**src/pkg/aserc_pkg.sv**
```systemverilog
// Functional notes
// tx empty flag requests irq when enabled
// tx done flag requests irq when enabled
// rx full or overrun request irq when enabled
// idle flag requests irq when enabled
// tx_on enables transmitter, owns tx pin
// setting tx_on queues an idle preamble
// rx_on enables the receiver
// rx_sleep: standby, wakeup, rx irqs masked
// toggling break_send sends one break character
// break_send held sends breaks back to back
// software clears flags: status read, data access
// status register writes change nothing
// tx empty sets when shifter takes byte
// tx empty clears by status read, data write
// tx done low while sending, high when idle
// tx done clears by sequence or queueing
// tx done: clear beats simultaneous set
// rx full sets on transfer, clears by sequence
// idle sets after 10 or 11 ones
// idle rearms only after a new frame
// no idle flag while rx_sleep set
// overrun on second stop bit, data kept; the code sets it at the mid-bit sample of the frame's only stop bit
// frame is 8 or 9 data bits
// one irq output, OR of enabled flags
package aserc_pkg;
	localparam logic [3:0] CTL2_OFS = 4'h0;
	localparam logic [3:0] STAT1_OFS = 4'h4;
	localparam logic [3:0] DATAL_OFS = 4'h8;
	localparam logic [3:0] CFG_OFS = 4'hC;
	// control_two_reg bit positions
	localparam int TIE_B = 7;
	localparam int TX_DONE_IRQ_EN_B = 6;
	localparam int RIE_B = 5;
	localparam int LINE_QUIET_IRQ_EN_B = 4;
	localparam int TE_B = 3;
	localparam int RE_B = 2;
	localparam int RWU_B = 1;
	localparam int SBK_B = 0;
	// config register: frame9, long break, tx ninth bit, rx ninth bit
	localparam int M9_B = 0;
	localparam int LBRK_B = 1;
	localparam int TX8_B = 2;
	localparam int RX8_B = 3;
	localparam logic [7:0] CTL2_RST = 8'h00;
	localparam logic [3:0] FRAME_BITS = 4'hA;
	localparam logic [3:0] BREAK_BITS = 4'hA;
	localparam logic [3:0] LBREAK_BITS = 4'hD;
	localparam logic [1:0] RESP_OKAY = 2'h0;
	localparam logic [1:0] RESP_SLVERR = 2'h2;
	localparam logic [15:0] DEF_CLKS_PER_BIT = 16'h0010;

	typedef enum logic [3:0] {
		AS_TX_IDLE = 4'h1,
		AS_TX_PRE = 4'h2,
		AS_TX_BRK = 4'h4,
		AS_TX_DATA = 4'h8
	} aserc_tx_st_t;

	typedef enum logic [2:0] {
		AS_RX_IDLE = 3'h1,
		AS_RX_START = 3'h2,
		AS_RX_DATA = 3'h4
	} aserc_rx_st_t;

	// flags that a status read arms for clearing
	typedef struct packed {
		logic tx_buffer_empty;
		logic tc;
		logic rx_buffer_full;
		logic idle;
		logic ovr;
	} aserc_flags_t;

	typedef struct packed {
		logic [7:0] ctl;
		logic frame9;
		logic long_brk;
		logic [8:0] tdata;
		aserc_flags_t fl;
		aserc_flags_t arm;
		logic pre_pend;
		logic tx_on_d;
		aserc_tx_st_t txs;
		logic [11:0] tx_sh;
		logic [3:0] tx_left;
		logic [15:0] tx_cnt;
		logic txd;
		logic idle_ok;
		logic [8:0] rdata;
		aserc_rx_st_t rxs;
		logic [9:0] rx_sh;
		logic [3:0] rx_left;
		logic [15:0] rx_cnt;
		logic [15:0] quiet;
		logic rx_m1;
		logic rx_m2;
		logic aw_hold;
		logic [3:0] awaddr;
		logic w_hold;
		logic [31:0] wdata;
		logic wstrb0;
		logic bvalid;
		logic [1:0] bresp;
		logic rvalid;
		logic [31:0] rdata_bus;
		logic [1:0] rresp;
	} aserc_state_t;
endpackage

```
**src/hdl/aserc_top.sv**
```systemverilog
// Added by the designer: the AXI4-Lite slave port and the placing of the registers.
`timescale 1ns/10ps
module aserc_top #(
	parameter logic [15:0] CLKS_PER_BIT = aserc_pkg::DEF_CLKS_PER_BIT
) (
	// clock, reset, enable
	input wire logic aclk,
	input wire logic aresetn,
	input wire logic ce,
	// axi4-lite write
	input wire logic [31:0] s_axi_awaddr,
	input wire logic s_axi_awvalid,
	output logic s_axi_awready,
	input wire logic [31:0] s_axi_wdata,
	input wire logic [3:0] s_axi_wstrb,
	input wire logic s_axi_wvalid,
	output logic s_axi_wready,
	output logic [1:0] s_axi_bresp,
	output logic s_axi_bvalid,
	input wire logic s_axi_bready,
	// axi4-lite read
	input wire logic [31:0] s_axi_araddr,
	input wire logic s_axi_arvalid,
	output logic s_axi_arready,
	output logic [31:0] s_axi_rdata,
	output logic [1:0] s_axi_rresp,
	output logic s_axi_rvalid,
	input wire logic s_axi_rready,
	// serial line
	output logic txd,
	output logic tx_pin_en,
	input wire logic rxd,
	// interrupt
	output logic irq
);
	aserc_pkg::aserc_state_t s_ff;
	aserc_pkg::aserc_state_t nxt_s;
	logic do_wr;
	logic do_rd;
	logic [3:0] raddr;
	logic line;
	logic [3:0] frame_len;
	logic [15:0] quiet_tgt;
	logic [9:0] rx_sh_new;
	logic tc_set;
	logic tc_clr;
	logic irq_tx_empty;
	logic irq_tx_done;
	logic irq_rx_full;
	logic irq_quiet;
	logic rx_awake;
	logic tx_bit_end;
	logic rx_bit_end;
	logic rx_mid;
	logic brk_again;
	logic [3:0] brk_len;

	assign s_axi_awready = ce & ~s_ff.aw_hold & ~s_ff.bvalid;
	assign s_axi_wready = ce & ~s_ff.w_hold & ~s_ff.bvalid;
	assign s_axi_arready = ce & ~s_ff.rvalid;
	assign s_axi_bvalid = s_ff.bvalid;
	assign s_axi_bresp = s_ff.bresp;
	assign s_axi_rvalid = s_ff.rvalid;
	assign s_axi_rdata = s_ff.rdata_bus;
	assign s_axi_rresp = s_ff.rresp;
	assign txd = s_ff.ctl[aserc_pkg::TE_B] ? s_ff.txd : 1'b1;
	assign tx_pin_en = s_ff.ctl[aserc_pkg::TE_B];
	assign irq_tx_empty = s_ff.ctl[aserc_pkg::TIE_B] & s_ff.fl.tx_buffer_empty;
	assign irq_tx_done = s_ff.ctl[aserc_pkg::TX_DONE_IRQ_EN_B] & s_ff.fl.tc;
	// receiver interrupts are held off while asleep
	assign rx_awake = ~s_ff.ctl[aserc_pkg::RWU_B];
	assign irq_rx_full = rx_awake & s_ff.ctl[aserc_pkg::RIE_B]
		& (s_ff.fl.rx_buffer_full | s_ff.fl.ovr);
	assign irq_quiet = rx_awake & s_ff.ctl[aserc_pkg::LINE_QUIET_IRQ_EN_B] & s_ff.fl.idle;
	assign irq = irq_tx_empty | irq_tx_done | irq_rx_full | irq_quiet;

	// last cycle of a bit time on each side
	assign tx_bit_end = (s_ff.tx_cnt == CLKS_PER_BIT - 16'h0001);
	assign rx_bit_end = (s_ff.rx_cnt == CLKS_PER_BIT - 16'h0001);
	// the falling edge is seen a cycle late, so the wait to mid start bit is one short
	assign rx_mid = (s_ff.rx_cnt == (CLKS_PER_BIT >> 1) - 16'h0001);
	assign brk_len = (s_ff.long_brk ? aserc_pkg::LBREAK_BITS
		: aserc_pkg::BREAK_BITS) + {3'h0, s_ff.frame9};
	assign brk_again = (s_ff.txs == aserc_pkg::AS_TX_BRK)
		&& s_ff.ctl[aserc_pkg::SBK_B];

	always_comb begin
		nxt_s = s_ff;
		do_wr = 1'b0;
		do_rd = 1'b0;
		raddr = s_axi_araddr[3:0];
		line = s_ff.rx_m2;
		frame_len = aserc_pkg::FRAME_BITS + {3'h0, s_ff.frame9};
		quiet_tgt = 16'(CLKS_PER_BIT * {12'h000, frame_len});
		rx_sh_new = {line, s_ff.rx_sh[9:1]};
		tc_set = 1'b0;
		tc_clr = 1'b0;

		// pin synchroniser
		nxt_s.rx_m1 = rxd;
		nxt_s.rx_m2 = s_ff.rx_m1;

		// write channel: address and data taken in either order
		if (s_axi_awvalid && s_axi_awready) begin
			nxt_s.aw_hold = 1'b1;
			nxt_s.awaddr = s_axi_awaddr[3:0];
		end
		if (s_axi_wvalid && s_axi_wready) begin
			nxt_s.w_hold = 1'b1;
			nxt_s.wdata = s_axi_wdata;
			nxt_s.wstrb0 = s_axi_wstrb[0];
		end
		if (s_ff.bvalid && s_axi_bready) begin
			nxt_s.bvalid = 1'b0;
		end
		if (s_ff.aw_hold && s_ff.w_hold && !s_ff.bvalid) begin
			do_wr = 1'b1;
			nxt_s.aw_hold = 1'b0;
			nxt_s.w_hold = 1'b0;
			nxt_s.bvalid = 1'b1;
			nxt_s.bresp = aserc_pkg::RESP_OKAY;
			if (s_ff.awaddr[1:0] != 2'h0) begin
				nxt_s.bresp = aserc_pkg::RESP_SLVERR;
			end
		end
		if (do_wr && s_ff.wstrb0) begin
			unique case (s_ff.awaddr)
				aserc_pkg::CTL2_OFS: begin
					nxt_s.ctl = s_ff.wdata[7:0];
				end
				aserc_pkg::STAT1_OFS: begin
					// status writes are accepted and dropped
				end
				aserc_pkg::DATAL_OFS: begin
					nxt_s.tdata[7:0] = s_ff.wdata[7:0];
					nxt_s.arm.tx_buffer_empty = 1'b0;
					nxt_s.arm.tc = 1'b0;
					if (s_ff.arm.tx_buffer_empty) begin
						nxt_s.fl.tx_buffer_empty = 1'b0;
					end
					if (s_ff.arm.tc) begin
						tc_clr = 1'b1;
					end
				end
				aserc_pkg::CFG_OFS: begin
					nxt_s.frame9 = s_ff.wdata[aserc_pkg::M9_B];
					nxt_s.long_brk = s_ff.wdata[aserc_pkg::LBRK_B];
					nxt_s.tdata[8] = s_ff.wdata[aserc_pkg::TX8_B];
				end
				default: begin
				end
			endcase
		end

		// read channel
		if (s_ff.rvalid && s_axi_rready) begin
			nxt_s.rvalid = 1'b0;
		end
		if (s_axi_arvalid && s_axi_arready) begin
			do_rd = 1'b1;
			nxt_s.rvalid = 1'b1;
			nxt_s.rresp = aserc_pkg::RESP_OKAY;
			nxt_s.rdata_bus = 32'h0000_0000;
			unique case (raddr)
				aserc_pkg::CTL2_OFS: begin
					nxt_s.rdata_bus[7:0] = s_ff.ctl;
				end
				aserc_pkg::STAT1_OFS: begin
					nxt_s.rdata_bus[7:3] = s_ff.fl;
					nxt_s.arm = s_ff.fl;
				end
				aserc_pkg::DATAL_OFS: begin
					nxt_s.rdata_bus[7:0] = s_ff.rdata[7:0];
					nxt_s.arm.rx_buffer_full = 1'b0;
					nxt_s.arm.idle = 1'b0;
					nxt_s.arm.ovr = 1'b0;
					if (s_ff.arm.rx_buffer_full) begin
						nxt_s.fl.rx_buffer_full = 1'b0;
					end
					if (s_ff.arm.idle) begin
						nxt_s.fl.idle = 1'b0;
					end
					if (s_ff.arm.ovr) begin
						nxt_s.fl.ovr = 1'b0;
					end
				end
				aserc_pkg::CFG_OFS: begin
					nxt_s.rdata_bus[aserc_pkg::M9_B] = s_ff.frame9;
					nxt_s.rdata_bus[aserc_pkg::LBRK_B] = s_ff.long_brk;
					nxt_s.rdata_bus[aserc_pkg::TX8_B] = s_ff.tdata[8];
					nxt_s.rdata_bus[aserc_pkg::RX8_B] = s_ff.rdata[8];
				end
				default: begin
					nxt_s.rresp = aserc_pkg::RESP_SLVERR;
				end
			endcase
			if (s_axi_araddr[1:0] != 2'h0) begin
				nxt_s.rresp = aserc_pkg::RESP_SLVERR;
			end
		end

		// transmitter
		nxt_s.tx_on_d = s_ff.ctl[aserc_pkg::TE_B];
		if (s_ff.ctl[aserc_pkg::TE_B] && !s_ff.tx_on_d) begin
			nxt_s.pre_pend = 1'b1;
		end
		if (!s_ff.ctl[aserc_pkg::TE_B]) begin
			nxt_s.txs = aserc_pkg::AS_TX_IDLE;
			nxt_s.pre_pend = 1'b0;
			nxt_s.txd = 1'b1;
		end else if (s_ff.txs == aserc_pkg::AS_TX_IDLE) begin
			nxt_s.tx_cnt = 16'h0000;
			nxt_s.tx_left = frame_len;
			if (s_ff.ctl[aserc_pkg::SBK_B]) begin
				// re-entered each time while the bit stays set
				nxt_s.txs = aserc_pkg::AS_TX_BRK;
				nxt_s.tx_sh = 12'h000;
				nxt_s.tx_left = brk_len;
				tc_clr = 1'b1;
			end else if (s_ff.pre_pend) begin
				nxt_s.txs = aserc_pkg::AS_TX_PRE;
				nxt_s.pre_pend = 1'b0;
				nxt_s.tx_sh = 12'hFFF;
				tc_clr = 1'b1;
			end else if (!s_ff.fl.tx_buffer_empty) begin
				nxt_s.txs = aserc_pkg::AS_TX_DATA;
				nxt_s.tx_sh = {2'h3, s_ff.frame9 ? s_ff.tdata[8] : 1'b1,
					s_ff.tdata[7:0], 1'b0};
				nxt_s.fl.tx_buffer_empty = 1'b1;
				tc_clr = 1'b1;
			end else begin
				tc_set = 1'b1;
			end
			nxt_s.txd = nxt_s.tx_sh[0];
			if (nxt_s.txs == aserc_pkg::AS_TX_IDLE) begin
				nxt_s.txd = 1'b1;
			end
		end else begin
			nxt_s.tx_cnt = s_ff.tx_cnt + 16'h0001;
			if (tx_bit_end) begin
				nxt_s.tx_cnt = 16'h0000;
				nxt_s.tx_sh = {1'b1, s_ff.tx_sh[11:1]};
				nxt_s.tx_left = s_ff.tx_left - 4'h1;
				nxt_s.txd = nxt_s.tx_sh[0];
				// the shifter is shorter than a long break, so a break drives zero itself
				if (s_ff.txs == aserc_pkg::AS_TX_BRK) begin
					nxt_s.txd = 1'b0;
				end
				if (s_ff.tx_left == 4'h1) begin
					nxt_s.txs = aserc_pkg::AS_TX_IDLE;
					nxt_s.txd = 1'b1;
					// a held break_send restarts at once, no high bit between breaks
					if (brk_again) begin
						nxt_s.txs = aserc_pkg::AS_TX_BRK;
						nxt_s.tx_left = brk_len;
						nxt_s.txd = 1'b0;
					end
				end
			end
		end
		// a clear in the same cycle as a set leaves the flag low
		if (tc_set) begin
			nxt_s.fl.tc = 1'b1;
		end
		if (tc_clr) begin
			nxt_s.fl.tc = 1'b0;
		end

		// receiver
		if (!s_ff.ctl[aserc_pkg::RE_B]) begin
			nxt_s.rxs = aserc_pkg::AS_RX_IDLE;
			nxt_s.rx_cnt = 16'h0000;
		end else begin
			unique case (s_ff.rxs)
				aserc_pkg::AS_RX_IDLE: begin
					nxt_s.rx_cnt = 16'h0000;
					if (!line) begin
						nxt_s.rxs = aserc_pkg::AS_RX_START;
					end
				end
				aserc_pkg::AS_RX_START: begin
					nxt_s.rx_cnt = s_ff.rx_cnt + 16'h0001;
					if (rx_mid) begin
						nxt_s.rx_cnt = 16'h0000;
						nxt_s.rx_left = frame_len - 4'h1;
						// a glitch shorter than half a bit is no start
						nxt_s.rxs = line ? aserc_pkg::AS_RX_IDLE : aserc_pkg::AS_RX_DATA;
					end
				end
				aserc_pkg::AS_RX_DATA: begin
					nxt_s.rx_cnt = s_ff.rx_cnt + 16'h0001;
					if (rx_bit_end) begin
						nxt_s.rx_cnt = 16'h0000;
						nxt_s.rx_sh = rx_sh_new;
						nxt_s.rx_left = s_ff.rx_left - 4'h1;
						if (s_ff.rx_left == 4'h1) begin
							nxt_s.rxs = aserc_pkg::AS_RX_IDLE;
							if (!s_ff.ctl[aserc_pkg::RWU_B]) begin
								if (s_ff.fl.rx_buffer_full) begin
									nxt_s.fl.ovr = 1'b1;
								end else begin
									nxt_s.rdata = s_ff.frame9 ? rx_sh_new[8:0]
										: {1'b0, rx_sh_new[8:1]};
									nxt_s.fl.rx_buffer_full = 1'b1;
									nxt_s.idle_ok = 1'b1;
								end
							end
						end
					end
				end
				default: begin
					nxt_s.rxs = aserc_pkg::AS_RX_IDLE;
				end
			endcase
		end

		// idle line: a run of ones as long as one frame
		if (!s_ff.ctl[aserc_pkg::RE_B] || !line) begin
			nxt_s.quiet = 16'h0000;
		end else if (s_ff.quiet != quiet_tgt) begin
			nxt_s.quiet = s_ff.quiet + 16'h0001;
			if (s_ff.quiet == quiet_tgt - 16'h0001) begin
				if (s_ff.ctl[aserc_pkg::RWU_B]) begin
					nxt_s.ctl[aserc_pkg::RWU_B] = 1'b0;
				end else if (s_ff.idle_ok) begin
					nxt_s.fl.idle = 1'b1;
					nxt_s.idle_ok = 1'b0;
				end
			end
		end
	end

	always_ff @(posedge aclk) begin
		if (!aresetn) begin
			s_ff <= '0;
			s_ff.ctl <= aserc_pkg::CTL2_RST;
			s_ff.fl.tx_buffer_empty <= 1'b1;
			s_ff.fl.tc <= 1'b1;
			s_ff.txs <= aserc_pkg::AS_TX_IDLE;
			s_ff.txd <= 1'b1;
			s_ff.rxs <= aserc_pkg::AS_RX_IDLE;
			s_ff.rx_m1 <= 1'b1;
			s_ff.rx_m2 <= 1'b1;
		end else if (ce) begin
			s_ff <= nxt_s;
		end
	end
endmodule // aserc_top

```
**config.mk**
```make
export PLATFORM = sky130hd
export DESIGN_NAME = aserc_top
export DESIGN_NICKNAME = d
export VERILOG_FILES = /design/src/pkg/aserc_pkg.sv /design/src/hdl/aserc_top.sv
export SDC_FILE = /design/constraint.sdc
export NUM_CORES = 1
export LEC_CHECK = 0
export BUFFER_PORTS_ARGS = -buffer_cell sky130_fd_sc_hd__buf_2
export CELL_PAD_IN_SITES_DETAIL_PLACEMENT = 1
export CELL_PAD_IN_SITES_GLOBAL_PLACEMENT = 1
export CORE_ASPECT_RATIO = 0.9
export CORE_MARGIN = 3
export CORE_UTILIZATION = 40
export DETAILED_ROUTE_END_ITERATION = 8
export PLACE_DENSITY = 0.82
export SLEW_MARGIN = 20
export SYNTH_ARGS = -nofsm -noshare
export SYNTH_HDL_FRONTEND = slang
export SYNTH_SLANG_ARGS = --single-unit
```
**constraint.sdc**
```tcl
create_clock -name aclk -period 2.86 [get_ports aclk]
set_clock_uncertainty 0.2 [all_clocks]
set_input_delay 0.286 -clock aclk [delete_from_list [all_inputs] [get_ports aclk]]
set_output_delay 0.286 -clock aclk [all_outputs]
set_load 0.02 [all_outputs]
```
* Word-level counts from Yosys, hierarchy flattened *
Cells that the tools add are included.
Widths: inputs -> output; s select.

storage, ports and cells
  input port bits = 109
  logic and storage cells = 273
  flip-flop bits (word level) = 182
  output and inout port bits = 44

cells by class
  mux-type cells = 119
  eq/ne operators = 28
  add/sub/neg operators = 9
  reductions and logical operators = 53
  bitwise gates (word level) = 21

operators by type and width
  cell                   count
  $mux 16                8
  $mux 37                2
  $mux 1                 67
  $add 16x1->16 const B  3
  $pmux 16 s3            1
  $mux 43                1
  $mux 10                4
  $mux 35                1
  $mux 34                1
  $eq 16x4->1 const B    2
  $mux 3                 9
  $reduce_and 2->1       13
  $reduce_bool 2->1      11
  $mux 20                1
  $mux 4                 5
  $mux 9                 2
  $pmux 3 s3             2
  $reduce_and 3->1       6
  $eq 16x16->1           1
  $eq 16x3->1 const B    1
  $eq 4x1->1 const B     4
  $eq 4x4->1 const B     4
  $ne 16x8->1            1
  $mux 14                1
  other kinds (32)       79

* Logic depth before layout (Yosys ltp) *
  word-level depth = 13
  mapped depth = 8

* Worst setup path after synthesis *
No wires, ideal clock.

  path type = register to register
  from = register s_ff[103] (netlist bit)
  to = register s_ff[128] (netlist bit)
  path buffers = 2
  arrival time = 1.984 ns
  cell stages (with the launch flop) = 8
  clock period less this slack = 2.311 ns
  library setup time = 0.128 ns
  path slack = 0.549 ns
  path through = dfxtp_1 -> or4_4 -> or3_4 -> buf_6 -> nor3_4 -> buf_6 -> mux2i_1 -> nor2_1

between the ends
  word-level cells in the longest chain between the ends = 2

RTL lines
  item                               RTL line          source
  start, declared                    aserc_top.sv:36   aserc_pkg::aserc_state_t s_ff;
  start signal, assigned             aserc_top.sv:345  s_ff <= nxt_s;
  $eq 16x4->1                        aserc_top.sv:79   assign rx_bit_end = (s_ff.rx_cnt == CLKS_PER_BIT - 16'h0001);
  $reduce_and 7->1 (no source line)  -

Every way passes these cells.
A chain may end at the register's enable or synchronous reset.

* Final worst setup path *
  from = register s_ff[103] (netlist bit)
  to = register s_ff[109] (netlist bit)

between the ends
  word-level cells in the longest chain between the ends = 4

RTL lines
  item                                         RTL line                            source
  $add 16x1->16, or another cell as far along  aserc_top.sv:282, aserc_top.sv:291
  $mux 43 / $mux 20 (equally long branches)    aserc_top.sv:292, aserc_top.sv:283
  $pmux 16 s3 (*)                              aserc_top.sv:274                    unique case (s_ff.rxs)
  $mux 16 (*)                                  aserc_top.sv:270                    if (!s_ff.ctl[aserc_pkg::RE_B]) begin

Mark *: on every way between the ends. The rest lies on a longest branch, timed or not. The select of a mux whose other input is x is not followed.

==> run_results.csv <==
group,metric,value,unit
cts,numCtsBuffers,17,
worst_hold_path,hold_depth,4,
cts,cts.sink_count,154,
sta,fin_crit_sh,0.925,
yosys,ys.warnings.count,0,
place,dp_cells,1159,
yosys,synth_seq_area_share,0.400,
finish,stdcell_count,1206,
sta,fin_crit,2650,ps
sta,rsz0062_at_grt,"false",
run_status,status,"completed",
yosys,yosysUniqueCellTypes,68,
power_and_ir_drop,swShare,0.272,
die,die_h,138,um
power_and_ir_drop,leakagePower,3.34,nW
sta,fin_setup_tns,0,ps
power_and_ir_drop,p_per_area,535,nW/um^2
grt,antenna_found_initial,0,
cts,cts_tree,"built",
yosys,synth_edf_count,0,
place,gp_congestion,0.831,
die,die_width,152,um
finish,largest_reg_flops,130,
run,drv_cap,0,
critical_path,reg2reg_depth,6,
finish,layout-drive-gt1-share,0.139,
critical_path,critPathMaxStageDelay,540,ps
finish,nets,1067,
route,firstDrtPassIters,4,
critical_path,crit_chain,"or4_4 -> nor4_1 -> o22ai_1 -> o21ai_2 -> buf_4 -> nor2_1",
worst_hold_path,worstHoldStart,"s_axi_rready",
place,post-place-ws,317,ps
power_and_ir_drop,combPwrFrac,0.049,
critical_path,required,2990,ps
critical_path,crit_family,"simple AND/OR/NAND/NOR gates",
power_and_ir_drop,switching_power,1.28,mW
route,wirelength,20.8,mm
sta,drv_slew,0,
place,io_buffers,43,
sta,setup-violations-final,0,
cts,clock-root-buffer,"clkbuf_16",
cts,clk_pin_slew,80,ps
route,viasPerCell,5.38,
sta,tightest_slew,760,ps
route,routedWlPerCell,17.2,um
die,core.rowCount,47,
grt,grt_pass1_vias,6728,
grt,grt_max_degree,60,
yosys,postSynthAreaPerCell,8.51,um^2
yosys,synth_area,7710,um^2
critical_path,rr_endpoint,"s_ff[109]",
grt,overflow,0,
critical_path,critPathCaptureType,"register",
die,placeableCoreArea,18600,um^2
power_and_ir_drop,power,4.70,mW
route,drt_iter0_markers,369,
yosys,synthFlopType,"dfxtp_1",
place,hpwl,13.6,mm
cts,h-tree-depth,4,
worst_hold_path,whs_endpoint,"s_axi_rvalid",
power_and_ir_drop,vdd_drop_max,0.000364,V
finish,utilization,0.472,
power_and_ir_drop,p_int,3.42,mW
route,drc_errors,0,
critical_path,path_class,"reg -> reg",
sta,fmax,0.378,GHz
route,ant_nets,0,
sta,timing.final.ws_setup,214,ps
die,initial_core_util,0.413,
yosys,synthArstFlopShare,0,
finish,stdcell_area,8800,um^2
die,pin_count,153,
cts,clk_latency,440,ps
sta,maxSlewHeadroom,0.493,
critical_path,cp_max_fo,13,
finish,regMostFlops,"s_ff",
finish,antenna_cells,0,
cts,cts_repair_resize_count,0,
power_and_ir_drop,clockPowerShare,0.488,
sta,timing.final.hold_violations,0,
yosys,ys_ff_latch,154,
route,num_vias,6493,
sta,holdWs,22.9,ps
critical_path,cpMaxStageDelayCell,"or4_4",
place,placed_cell_area,8030,um^2
grt,groute.usage.overall,0.201,
critical_path,worstSetupStartpointType,"register",
critical_path,regToRegSetupSlack,210,ps
critical_path,path_buf_inv,1,
power_and_ir_drop,seq_power_share,0.463,
critical_path,reg2reg_from,"s_ff[103]",
critical_path,crit_arrival,2770,ps
finish,syn_to_final_growth,14.2,%
die,die_area,21000,um^2
cts,ctsLongestPathBuffers,2,
grt,grt_pass1_wl,34.6,mm
yosys,syn_inst,906,
worst_hold_path,hp-class,"in -> reg",
==> power by group through the flow <==
stage	Sequential, mW	Combinational, mW	Clock (mW)
floorplan	2.22	0.173	0
global placement	2.23	0.205	0
detailed placement	2.23	0.208	0
CTS	2.18	0.226	2.33
global route	2.18	0.249	2.44
finish	2.18	0.229	2.30
==> cells by family after synthesis <==
logic type / synth area share
muxes: 0.0705
adders and majority gates: 0.0162
DFF: 0.400
xor gates and xnor gates: 0.0477
AOI/OAI and AO/OA: 0.133
buffers and inverters: 0.0713
other: 0.000487
and+or+nand+nor: 0.261
==> metal layers <==
metal / global-route usage / share of wire / vias up
met5: 0 / 0 / -
met2: 0.347 / 0.48 / 87
met1: 0.261 / 0.48 / 3198
met3: 0.0339 / 0.025 / 24
met4: 0.0619 / 0.016 / 0
li1: - / - / 3184
==> worst max-delay path by stage <==
| stage | start | endpoint | slack [ps] | cells after the start |
|---|---|---|---|---|
| 4_1_cts | s_ff[106] | s_ff[107] | 220 | 6 |
| 6_report | s_ff[103] | s_ff[109] | 210 | 6 |
| 3_3_place_gp | s_ff[103] | s_ff[109] | 410 | 6 |
| 3_5_place_dp | s_ff[106] | s_ff[107] | 320 | 6 |
| 2_1_floorplan | s_ff[103] | s_ff[128] | 550 | 7 |
| 5_1_grt | s_ff[106] | s_ff[107] | 20 | 6 |
==> worst min-delay path: cells and delay by family <==
| kind | cells | cell delay [ps] |
|---|---|---|
| AOI/OAI and AO/OA | 1 | 90 |
| and+or+nand+nor | 2 | 150 |
| buffers and inverters | 1 | 90 |
==> layout by cell type (no fill, tap or decap), drive strengths merged, types with 6 or more instances in the layout <==
| cell | Yosys | routed |
|---|---|---|
| and2 | 9 | 9 |
| mux2 | 8 | 8 |
| or3b | 6 | 6 |
| dfxtp | 154 | 154 |
| nor3b | 7 | 7 |
| and4 | 9 | 9 |
| nor3 | 25 | 25 |
| nor4 | 12 | 12 |
| a211oi | 6 | 6 |
| o21ai | 43 | 43 |
| xnor2 | 21 | 21 |
| nand2b | 14 | 14 |
| a21boi | 18 | 18 |
| clkbuf | 39 | 17 |
| clkinv | 2 | 11 |
| nand4 | 14 | 14 |
| xor2 | 21 | 21 |
| a22oi | 10 | 10 |
| nor2 | 91 | 91 |
| a21oi | 34 | 34 |
| and3 | 8 | 8 |
| dlygate4sd3 | 0 | 15 |
| buf | 46 | 68 |
| mux2i | 43 | 43 |
| nand3 | 28 | 28 |
| inv | 17 | 22 |
| nand2 | 101 | 101 |
| conb | 1 | 26 |
| a31oi | 15 | 15 |
| ha | 10 | 10 |
| nor2b | 36 | 36 |
| or4 | 7 | 7 |
==> layout make-up <==
type	count	area, um^2
clock inverters	15	193
flip-flops and latches	154	3080
well taps	245	307
fillers	2201	9840
inverters	19	71.3
multi-input cells	673	4170
clock buffers	17	425
repair buffers	83	553
==> cell usage after synthesis, types with 22 or more instances <==
cell,n,area [um^2]
clkbuf_1,39,146
nor3_1,22,110
dfxtp_1,154,3080
buf_4,37,278
a21oi_1,34,170
nor2_1,91,342
nand3_1,28,140
nand2_1,101,379
nor2b_1,36,225
mux2i_1,43,430
o21ai_0,42,210
==> repair_timing <==
| item | 4_1_cts | 5_1_grt |
|---|---|---|
| buffers inserted | 0 | 0 |
| hold buffers | 15 | 0 |
| hold endpoints to repair | 15 | 0 |
(Power assumes the default switching activity.)
